## src/rtl/cts_cfg.svh

```systemverilog
`ifndef CTS_CFG_SVH
`define CTS_CFG_SVH

// Register byte offsets on the Avalon-MM slave.
`define CTS_OFS_CTRL 6'h00
`define CTS_OFS_T0_PERIOD 6'h04
`define CTS_OFS_T0_WIDTH 6'h08
`define CTS_OFS_T1_PERIOD 6'h0C
`define CTS_OFS_T1_WIDTH 6'h10
`define CTS_OFS_TIME_LO 6'h14
`define CTS_OFS_TIME_HI 6'h18
`define CTS_OFS_STAMP_LO 6'h1C
`define CTS_OFS_STAMP_HI 6'h20
`define CTS_OFS_STATUS 6'h24

// Control register fields.
`define CTS_CTRL_TRIG0_EN 0
`define CTS_CTRL_TRIG1_EN 1
`define CTS_CTRL_PPS_EN 2
`define CTS_CTRL_SRC 3
`define CTS_CTRL_RESET 32'h0000_0000

// Status register fields.
`define CTS_STAT_PENDING 0
`define CTS_STAT_TRIG0 1
`define CTS_STAT_TRIG1 2
`define CTS_STAT_SYNC_SEEN 3

// Trigger setting reset values, in microseconds.
`define CTS_PERIOD_RESET 32'h0000_0000
`define CTS_WIDTH_RESET 32'h0000_0000

// Timebase: one timestamp step is one microsecond.
`define CTS_CLK_PERIOD_NS 25
`define CTS_STEP_NS 1000
`define CTS_STEP_CYCLES (`CTS_STEP_NS / `CTS_CLK_PERIOD_NS)

// Power-up epoch: seconds from 1970 to the start of 2017, times one million.
`define CTS_EPOCH_SEC 64'h0000_0000_5868_4680
`define CTS_US_PER_SEC 64'h0000_0000_000F_4240
`define CTS_EPOCH_US (`CTS_EPOCH_SEC * `CTS_US_PER_SEC)

`endif

```

## src/rtl/cts_pkg.sv

```systemverilog
package cts_pkg;
  typedef logic signed [63:0] cts_time_t;
  typedef enum logic {CTS_SRC_TRIGGER, CTS_SRC_ARRIVAL} cts_src_e;
  typedef enum logic [0:0] {CTS_IDLE, CTS_PENDING} cts_frame_e;
endpackage

```

## src/rtl/cts_time_if.sv

```systemverilog
`timescale 1ns/100ps
`default_nettype none
interface cts_time_if;
  import cts_pkg::*;
  logic us_tick;
  logic sync_evt;
  cts_time_t time_now;
  modport src (output us_tick, output sync_evt, output time_now);
  modport sink (input us_tick, input sync_evt, input time_now);
endinterface
`default_nettype wire

```

## src/rtl/cts_trig_gen.sv

```systemverilog
`timescale 1ns/100ps
`default_nettype none
module cts_trig_gen
  import cts_pkg::*;
(
  input wire logic core_clk,
  input wire logic rst_sync_n,
  input wire logic enable,
  input wire logic [31:0] period_us,
  input wire logic [31:0] width_us,
  cts_time_if.sink tb,
  output logic trig,
  output logic fire
);
  logic [31:0] cnt;
  logic [31:0] next_cnt;
  logic next_trig;
  logic next_fire;
  logic run;

  // A zero period parks the channel low rather than pulsing every step.
  assign run = enable && (period_us != 32'h0000_0000);

  always_comb begin
    next_cnt = cnt;
    next_trig = trig;
    next_fire = 1'b0;
    if (!run) begin
      next_cnt = 32'h0000_0000;
      next_trig = 1'b0;
    end else if (tb.us_tick) begin
      next_cnt = (cnt >= period_us - 32'h0000_0001) ? 32'h0000_0000 : cnt + 32'h0000_0001;
      next_trig = (cnt < width_us); // RULE2 RULE3
      next_fire = (cnt == 32'h0000_0000) && (width_us != 32'h0000_0000);
    end
  end

  always_ff @(posedge core_clk or negedge rst_sync_n) begin
    if (!rst_sync_n) begin
      cnt <= 32'h0000_0000;
      trig <= 1'b0;
      fire <= 1'b0;
    end else begin
      cnt <= next_cnt;
      trig <= next_trig;
      fire <= next_fire;
    end
  end
endmodule
`default_nettype wire

```

## src/rtl/cts_stamp_clk.sv

```systemverilog
`timescale 1ns/100ps
`default_nettype none
`include "cts_cfg.svh"
module cts_stamp_clk
  import cts_pkg::*;
(
  input wire logic core_clk,
  input wire logic rst_sync_n,
  input wire logic pps_en,
  input wire logic pps_in,
  cts_time_if.src tb
);
  localparam logic [5:0] STEP_LAST = 6'(`CTS_STEP_CYCLES - 1);
  logic pps_meta;
  logic pps_sync;
  logic pps_prev;
  logic [5:0] pre;
  logic [5:0] next_pre;
  cts_time_t next_time;
  logic next_tick;
  logic next_sync;
  logic rise;

  assign rise = pps_sync && !pps_prev;

  always_comb begin
    next_pre = (pre == STEP_LAST) ? 6'h00 : pre + 6'h01;
    next_tick = (pre == STEP_LAST);
    next_sync = rise && pps_en; // RULE12
    next_time = tb.time_now;
    if (tb.us_tick) begin
      next_time = tb.time_now + 64'sh0000_0000_0000_0001; // RULE8
    end
    if (tb.sync_evt) begin
      // Restarting the prescaler makes the first step after a sync a full microsecond.
      next_time = 64'sh0000_0000_0000_0000; // RULE5
      next_pre = 6'h00;
      next_tick = 1'b0;
    end
  end

  always_ff @(posedge core_clk or negedge rst_sync_n) begin
    if (!rst_sync_n) begin
      pps_meta <= 1'b0;
      pps_sync <= 1'b0;
      pps_prev <= 1'b0;
      pre <= 6'h00;
      tb.us_tick <= 1'b0;
      tb.sync_evt <= 1'b0;
      tb.time_now <= cts_time_t'(`CTS_EPOCH_US); // RULE10
    end else begin
      pps_meta <= pps_in; // RULE12
      pps_sync <= pps_meta;
      pps_prev <= pps_sync;
      pre <= next_pre;
      tb.us_tick <= next_tick;
      tb.sync_evt <= next_sync;
      tb.time_now <= next_time;
    end
  end
endmodule
`default_nettype wire

```

## src/rtl/cts_top.sv

```systemverilog
// Register access over Avalon-MM and the register offsets were chosen for this implementation.
`timescale 1ns/100ps
`default_nettype none
`include "cts_cfg.svh"
// What this block does, and what it expects of the cameras and the sync source
// RULE1: Two independent trigger outputs, usable together.
// RULE2: Triggers are active high, resting low.
// RULE3: Pulse width and period come from registers.
// RULE4: Cameras should expose on the rising edge.
// RULE5: Enabled sync edge clears the timestamp clock.
// RULE6: Sync source gives one rising edge per second.
// RULE7: Every result carries its latched timestamp; the code drops a latch made while a frame is pending, except one in the same cycle as result_done.
// RULE8: Timestamp clock counts whole microseconds.
// RULE9: Setting picks trigger or arrival as latch point.
// RULE10: Unsynced clock starts at the 2017 epoch.
// RULE11: Sync during a frame yields negative stamp.
// RULE12: Sync input synchronised, edge-detected, gated by enable.
module cts_top
  import cts_pkg::*;
(
  input wire logic core_clk,
  input wire logic rst_n,
  input wire logic [5:0] avs_address,
  input wire logic avs_read,
  input wire logic avs_write,
  input wire logic [31:0] avs_writedata,
  input wire logic [3:0] avs_byteenable,
  output logic [31:0] avs_readdata,
  output logic avs_waitrequest,
  input wire logic pps_in,
  input wire logic frame_arrive,
  input wire logic result_done,
  output logic [1:0] trig_out,
  output cts_time_t result_stamp,
  output logic result_stamp_valid
);
  logic rst_meta_n;
  logic rst_sync_n;

  always_ff @(posedge core_clk or negedge rst_n) begin
    if (!rst_n) begin
      rst_meta_n <= 1'b0;
      rst_sync_n <= 1'b0;
    end else begin
      rst_meta_n <= 1'b1;
      rst_sync_n <= rst_meta_n;
    end
  end

  function automatic logic [31:0] merge_be(input logic [31:0] old_val, input logic [31:0] wdata,
                                           input logic [3:0] be);
    logic [31:0] res;
    res = old_val;
    for (int i = 0; i < 4; i++) begin
      if (be[i]) begin
        res[i*8 +: 8] = wdata[i*8 +: 8];
      end
    end
    return res;
  endfunction

  cts_time_if tb ();

  logic [31:0] ctrl;
  logic [31:0] period [2];
  logic [31:0] width [2];
  logic [1:0] fire;
  logic [1:0] trig;

  cts_stamp_clk u_stamp (
    .core_clk(core_clk),
    .rst_sync_n(rst_sync_n),
    .pps_en(ctrl[`CTS_CTRL_PPS_EN]),
    .pps_in(pps_in),
    .tb(tb.src)
  );

  genvar ch;
  generate
    for (ch = 0; ch < 2; ch++) begin : g_trig
      cts_trig_gen u_trig (
        .core_clk(core_clk),
        .rst_sync_n(rst_sync_n),
        .enable(ctrl[`CTS_CTRL_TRIG0_EN + ch]), // RULE1
        .period_us(period[ch]),
        .width_us(width[ch]),
        .tb(tb.sink),
        .trig(trig[ch]),
        .fire(fire[ch])
      );
    end
  endgenerate

  // The generator outputs are already flops, so the pins take them directly.
  assign trig_out = trig; // RULE1 RULE2

  // Frame time tracking.
  cts_frame_e state;
  cts_frame_e next_state;
  cts_time_t ref_time;
  cts_time_t next_ref_time;
  cts_time_t next_result_stamp;
  logic next_result_valid;
  logic latch_evt;
  cts_time_t now_stamp;
  cts_src_e src;

  assign src = cts_src_e'(ctrl[`CTS_CTRL_SRC]);
  // The rising edge of a trigger is the exposure start the cameras should use.
  assign latch_evt = (src == CTS_SRC_TRIGGER) ? (|fire) : frame_arrive; // RULE9 RULE4
  // A latch that coincides with a sync lands exactly at time zero.
  assign now_stamp = tb.sync_evt ? 64'sh0000_0000_0000_0000 : tb.time_now;

  always_comb begin
    next_state = state;
    next_ref_time = ref_time;
    next_result_stamp = result_stamp;
    next_result_valid = 1'b0;
    unique case (state)
      CTS_IDLE: begin
        if (latch_evt) begin
          next_ref_time = now_stamp;
          next_state = CTS_PENDING;
        end
      end
      CTS_PENDING: begin
        if (tb.sync_evt) begin
          // Rebase the reference on the new zero; it goes negative.
          next_ref_time = ref_time - tb.time_now; // RULE11
        end
        if (result_done) begin
          next_result_stamp = next_ref_time; // RULE7
          next_result_valid = 1'b1;
          if (latch_evt) begin
            next_ref_time = now_stamp;
          end else begin
            next_state = CTS_IDLE;
          end
        end
      end
    endcase
  end

  always_ff @(posedge core_clk or negedge rst_sync_n) begin
    if (!rst_sync_n) begin
      state <= CTS_IDLE;
      ref_time <= 64'sh0000_0000_0000_0000;
      result_stamp <= 64'sh0000_0000_0000_0000;
      result_stamp_valid <= 1'b0;
    end else begin
      state <= next_state;
      ref_time <= next_ref_time;
      result_stamp <= next_result_stamp;
      result_stamp_valid <= next_result_valid;
    end
  end

  // Register map, as byte offsets of 32-bit words.
  // Offset 0x00 is control: bits 0 and 1 enable the two trigger channels, bit 2 enables the sync input.
  // Control bit 3 picks the latch point: 0 for a trigger start, 1 for a frame arrival.
  // Offsets 0x04 and 0x08 hold period and high time of channel 0, 0x0C and 0x10 those of channel 1.
  // Trigger settings count whole microseconds; a zero period parks the channel low.
  // Offsets 0x14 and 0x18 read the timestamp clock; the low word freezes the high word for the next read.
  // Offsets 0x1C and 0x20 read the stamp of the last result and ignore writes.
  // Offset 0x24 is status: pending frame, both trigger levels and a sync flag that a written 1 clears.
  // Unmapped reads return zero and unmapped writes are dropped, so software probing is harmless.
  // Avalon-MM slave: every access is answered one cycle after it is seen.
  logic next_waitrequest;
  logic [31:0] next_readdata;
  logic [31:0] next_ctrl;
  logic [31:0] next_period [2];
  logic [31:0] next_width [2];
  logic [31:0] time_hi_snap;
  logic [31:0] next_time_hi_snap;
  logic sync_seen;
  logic next_sync_seen;
  logic wr_go;
  logic rd_go;
  logic [31:0] status;

  // Writes take effect at the edge where waitrequest is sampled low; reads are taken one edge earlier, while it is still high.
  assign wr_go = avs_write && !avs_waitrequest;
  assign rd_go = avs_read && avs_waitrequest;
  assign status = {28'h000_0000, sync_seen, trig, state == CTS_PENDING};

  always_comb begin
    next_waitrequest = !((avs_read || avs_write) && avs_waitrequest);
    next_readdata = avs_readdata;
    next_ctrl = ctrl;
    next_period = period;
    next_width = width;
    next_time_hi_snap = time_hi_snap;
    // A sync arriving with the clearing write still sets the flag.
    next_sync_seen = sync_seen;
    if (wr_go) begin
      unique case (avs_address)
        `CTS_OFS_CTRL: next_ctrl = merge_be(ctrl, avs_writedata, avs_byteenable) & 32'h0000_000F;
        `CTS_OFS_T0_PERIOD: next_period[0] = merge_be(period[0], avs_writedata, avs_byteenable); // RULE3
        `CTS_OFS_T0_WIDTH: next_width[0] = merge_be(width[0], avs_writedata, avs_byteenable);
        `CTS_OFS_T1_PERIOD: next_period[1] = merge_be(period[1], avs_writedata, avs_byteenable);
        `CTS_OFS_T1_WIDTH: next_width[1] = merge_be(width[1], avs_writedata, avs_byteenable);
        `CTS_OFS_STATUS: begin
          if (avs_byteenable[0] && avs_writedata[`CTS_STAT_SYNC_SEEN]) begin
            next_sync_seen = 1'b0;
          end
        end
        default: begin
        end
      endcase
    end
    if (tb.sync_evt) begin
      next_sync_seen = 1'b1;
    end
    if (rd_go) begin
      unique case (avs_address)
        `CTS_OFS_CTRL: next_readdata = ctrl;
        `CTS_OFS_T0_PERIOD: next_readdata = period[0];
        `CTS_OFS_T0_WIDTH: next_readdata = width[0];
        `CTS_OFS_T1_PERIOD: next_readdata = period[1];
        `CTS_OFS_T1_WIDTH: next_readdata = width[1];
        `CTS_OFS_TIME_LO: begin
          // Snapshot the upper half so a low-then-high read pair is coherent.
          next_readdata = tb.time_now[31:0];
          next_time_hi_snap = tb.time_now[63:32];
        end
        `CTS_OFS_TIME_HI: next_readdata = time_hi_snap;
        `CTS_OFS_STAMP_LO: next_readdata = result_stamp[31:0];
        `CTS_OFS_STAMP_HI: next_readdata = result_stamp[63:32];
        `CTS_OFS_STATUS: next_readdata = status;
        default: next_readdata = 32'h0000_0000;
      endcase
    end
  end

  always_ff @(posedge core_clk or negedge rst_sync_n) begin
    if (!rst_sync_n) begin
      avs_waitrequest <= 1'b1;
      avs_readdata <= 32'h0000_0000;
      ctrl <= `CTS_CTRL_RESET;
      period[0] <= `CTS_PERIOD_RESET;
      period[1] <= `CTS_PERIOD_RESET;
      width[0] <= `CTS_WIDTH_RESET;
      width[1] <= `CTS_WIDTH_RESET;
      time_hi_snap <= 32'h0000_0000;
      sync_seen <= 1'b0;
    end else begin
      avs_waitrequest <= next_waitrequest;
      avs_readdata <= next_readdata;
      ctrl <= next_ctrl;
      period <= next_period;
      width <= next_width;
      time_hi_snap <= next_time_hi_snap;
      sync_seen <= next_sync_seen;
    end
  end
endmodule
`default_nettype wire

```

## config.mk

```make
export PLATFORM = sky130hd
export DESIGN_NAME = cts_top
export DESIGN_NICKNAME = d
export VERILOG_FILES = /design/src/rtl/cts_pkg.sv /design/src/rtl/cts_time_if.sv /design/src/rtl/cts_trig_gen.sv /design/src/rtl/cts_stamp_clk.sv /design/src/rtl/cts_top.sv
export VERILOG_INCLUDE_DIRS = /design/src /design/src/rtl
export SDC_FILE = /design/constraint.sdc
export NUM_CORES = 1
export LEC_CHECK = 0
export ABC_AREA = 1
export BUFFER_PORTS_ARGS = -buffer_cell sky130_fd_sc_hd__buf_2
export CELL_PAD_IN_SITES_DETAIL_PLACEMENT = 1
export CELL_PAD_IN_SITES_GLOBAL_PLACEMENT = 2
export CORE_MARGIN = 2
export CORE_UTILIZATION = 33
export DETAILED_ROUTE_END_ITERATION = 7
export PLACE_DENSITY = 0.89
export RECOVER_POWER = 25
export SETUP_SLACK_MARGIN = 0.1
export SLEW_MARGIN = 0
export SYNTH_ARGS = -nofsm -noshare
export SYNTH_HDL_FRONTEND = slang
export SYNTH_SLANG_ARGS = --single-unit
```

## constraint.sdc

```tcl
create_clock -name core_clk -period 15.06 [get_ports core_clk]
set_input_delay 0.753 -clock core_clk [delete_from_list [all_inputs] [get_ports core_clk]]
set_output_delay 0.753 -clock core_clk [all_outputs]
set_load 0.05 [all_outputs]
```

==> results.yml <==
outcome:
  status: "complete, but fails checks"
  violations: "capacitance limit, slew limit"
pwr:
  p_clk_share_pct: 23.7
  p_per_area_nw_per_um2: 158
  netSwitchingFraction_pct: 48.7
  p_leak_uw: 0.0182
  p_int_uw: 3060
  seqPwrFrac_pct: 29.2
  power_switching_uw: 2900
  comb_power_share_pct: 47.2
  irDropWorstVdd_mv: 0.0872
flow_run:
  drv_cap: 6
critical_path:
  r2r_slack_ns: 9.57
  end_kind: "flip-flop"
  reg2reg_depth: 5
  path_buf_inv: 2
  cp_top_family: "buffers and inverters"
  crit_required_ns: 15.55
  worstSetupPathType: "reg2reg"
  cp_common_cell: "nand3_1"
  cpMaxStageDelayCell: "clkbuf_1"
  cp_max_fo: 53
  worstPathArrival_ns: 5.99
  path_cells: "clkbuf_1, buf_4, nand3_1, nand3_1, o21ai_0"
  r2r-start: "u_stamp.tb.sync_evt"
  cp.depth: 5
  crit_path_start_kind: "flip-flop"
  reg2reg_to: "result_stamp[51]"
  cpPeakStageDelay_ns: 2.09
  crit_path_start: "u_stamp.tb.sync_evt"
logic_synthesis:
  synth-main-ff-cell: "dfrtp_1"
  async_reset_ff_share_pct: 100
  syn_avg_cell_area_sq_um: 7.06
  synthCells: 4785
  syn_area_sq_um: 33800
  synthTopCellsByCount: "nand2_1 (1255), inv_1 (682), dfrtp_1 (449), o21ai_0 (365), nor2_1 (330)"
  synth-seq-area-share_pct: 35.1
  synth_edf_count: 0
  synth_seq_cells: 473
  syn_nets: 5034
  synth_most_common_cell: "nand2_1"
  yosys-top-cells-area: "dfrtp_1 (33%), nand2_1 (14%), inv_1 (7.6%), ha_1 (7.4%), o21ai_0 (5.4%)"
  ys_warn_count: 0
  yosysUniqueCellTypes: 63
  synth_top_area_cell: "dfrtp_1"
  synth_top_area_share_pct: 33.3
die:
  rows: 117
  io_pins: 149
  start_util_pct: 33.2
  die_w_um: 324
  die_h_um: 324
  dieArea_sq_um: 105000
  core_sq_um: 102000
clock_tree:
  cts_tree: "yes"
  clkTransAtPathRegs_ns: 0.06
  cts_made_buffers: 53
  clkLatencyLatePin_ns: 0.67
  cts_hold_buf: 1
  clock_sinks: 473
  h-tree-depth: 2
  cts_resized: 0
  ctsLongestPathBuffers: 3
  cts_root_buffer: "clkbuf_16"
  postCtsSetupRepairBufs: 0
timing:
  fmaxAchievable_mhz: 182
  hold_viol_final: 0
  drv_slew: 309
  fin_skew_ns: 0.0567
  fin_crit_sh_pct: 36.5
  tns_ns: 0
  finalSetupViolations: 0
  tightest_slew_ns: 3.94
  rsz0062_at_grt: "no"
  max_slew_margin_pct: -162
  layout_min_cycle_time_ns: 5.49
grt:
  antenna_found_initial: 10
  grt_usage_pct: 28.9
  grt_pass1_vias: 34771
  grt_pass1_wl_um: 226000
  grt_max_degree: 165
  grt-ovfl-total: 0
route:
  wire_per_inst_um: 24.4
  drt_iter0_drc: 3064
  drcViolationCount: 0
  num_vias: 34648
  vias_per_cell: 5.51
  first_pass_iters: 5
  drt_wl_total_um: 153000
  ant_nets: 0
worst_hold_path:
  min_to: "u_stamp.pps_meta"
  holdPathStages: 1
  min_from: "pps_in"
  min_path_type: "in2reg"
cells_and_area:
  fin_nets: 5125
  fill_cells: 12930
  syn_to_final_growth_pct: 11.6
  drive_gt1_share_pct: 8.82
  instances_no_fill: 6288
placed_design:
  dp_hpwl_um: 123000
  gp_congestion: 1.01
  port_buffers: 148
  placed_cells: 6188
[layout make-up]
type | count | area (sq um) | area share, %
Clock buffer | 69 | 1480 | 3.92
Clock inverter | 29 | 353 | 0.936
Antenna cell | 1 | 2.50 | 0.00664
Tap cell | 1368 | 1710 | 4.54
Multi-Input combinational cell | 3458 | 18700 | 49.5
Timing Repair Buffer | 176 | 945 | 2.51
Sequential cell | 473 | 11900 | 31.5
Inverter | 714 | 2680 | 7.11
[cell families (layout without fill, tap and decap cells)]
kind of cell / Yosys count / after routing / share of synthesized area (%)
XOR/XNOR: 137 / 137 / 3.55
other: 1 / 2 / 0.0111
multiplexers: 6 / 6 / 0.178
AND/OR/NAND/NOR: 2241 / 2241 / 29.3
flip-flops: 473 / 473 / 35.1
AO/OA/AOI/OAI: 873 / 873 / 14.7
adder cells (fa/ha/maj): 200 / 200 / 7.43
buffers and inverters: 854 / 988 / 9.64
[flip-flops by register name, summed over array words and instances (netlist names), 2 cells and up]
| register | count |
|---|---|
| g_trig.u_trig.trig | 2 |
| g_trig.u_trig.fire | 2 |
| result_stamp | 64 |
| avs_readdata | 32 |
| time_hi_snap | 32 |
| ref_time | 64 |
| period | 64 |
| ctrl | 4 |
| width | 64 |
| g_trig.u_trig.cnt | 64 |
| u_stamp.pre | 6 |
| u_stamp.tb.time_now | 64 |
[placed cells by master, fill, tap and decap left out, drive strengths merged, types with 97 or more instances in the layout]
master	instances
nand2	1268
inv	713
dfrtp	449
o21ai	382
nor2	371
nand3	266
a21oi	253
ha	199
buf	168
nand4	106
nor3	97
[layer usage]
metal  GRT usage, %  wire [um]  vias to the layer above
li1               -          -                    15975
met1           38.4      65500                    17077
met2           45.9      68400                     1271
met3           4.11      10800                      323
met4           14.3       8740                        2
met5              0         13                        -
[power by group through the flow]
| stage | Clock (uW) | Sequential, uW | Combinational, uW |
|---|---|---|---|
| after floorplan | 0 | 1900 | 1630 |
| after global placement | 0 | 1740 | 2720 |
| after detailed placement | 0 | 1740 | 2790 |
| after CTS | 1420 | 1730 | 2800 |
| after global routing | 1460 | 1750 | 3100 |
| final | 1410 | 1740 | 2810 |
[worst max-delay path by stage]
stage                     slack (ns)                        to
after detailed placement       10.98  g_trig[1].u_trig.cnt[28]
after global placement         11.15  g_trig[1].u_trig.cnt[28]
after global routing            8.85              ref_time[29]
after floorplan                 0.94           avs_readdata[0]
final                           9.57          result_stamp[51]
after CTS                      10.99   g_trig[0].u_trig.cnt[1]
[metrics by stage]
step / hold WS, ns / total power, uW / cell area [sq um] / util (%) / setup WS (ns)
detailed placement: 0.345 / 4530 / 35900 / 35.3 / 10.98
floorplan: 0.331 / 3530 / 33800 / - / 0.942
global route: 0.225 / 6310 / 37700 / 37.1 / 8.85
CTS: 0.220 / 5950 / 37700 / 37.1 / 10.99
global placement: 0.337 / 4460 / 35900 / 35.3 / 11.15
finish: 0.241 / 5960 / 37700 / 37.1 / 9.57
No activity file was read; power rests on OpenSTA's default activity.
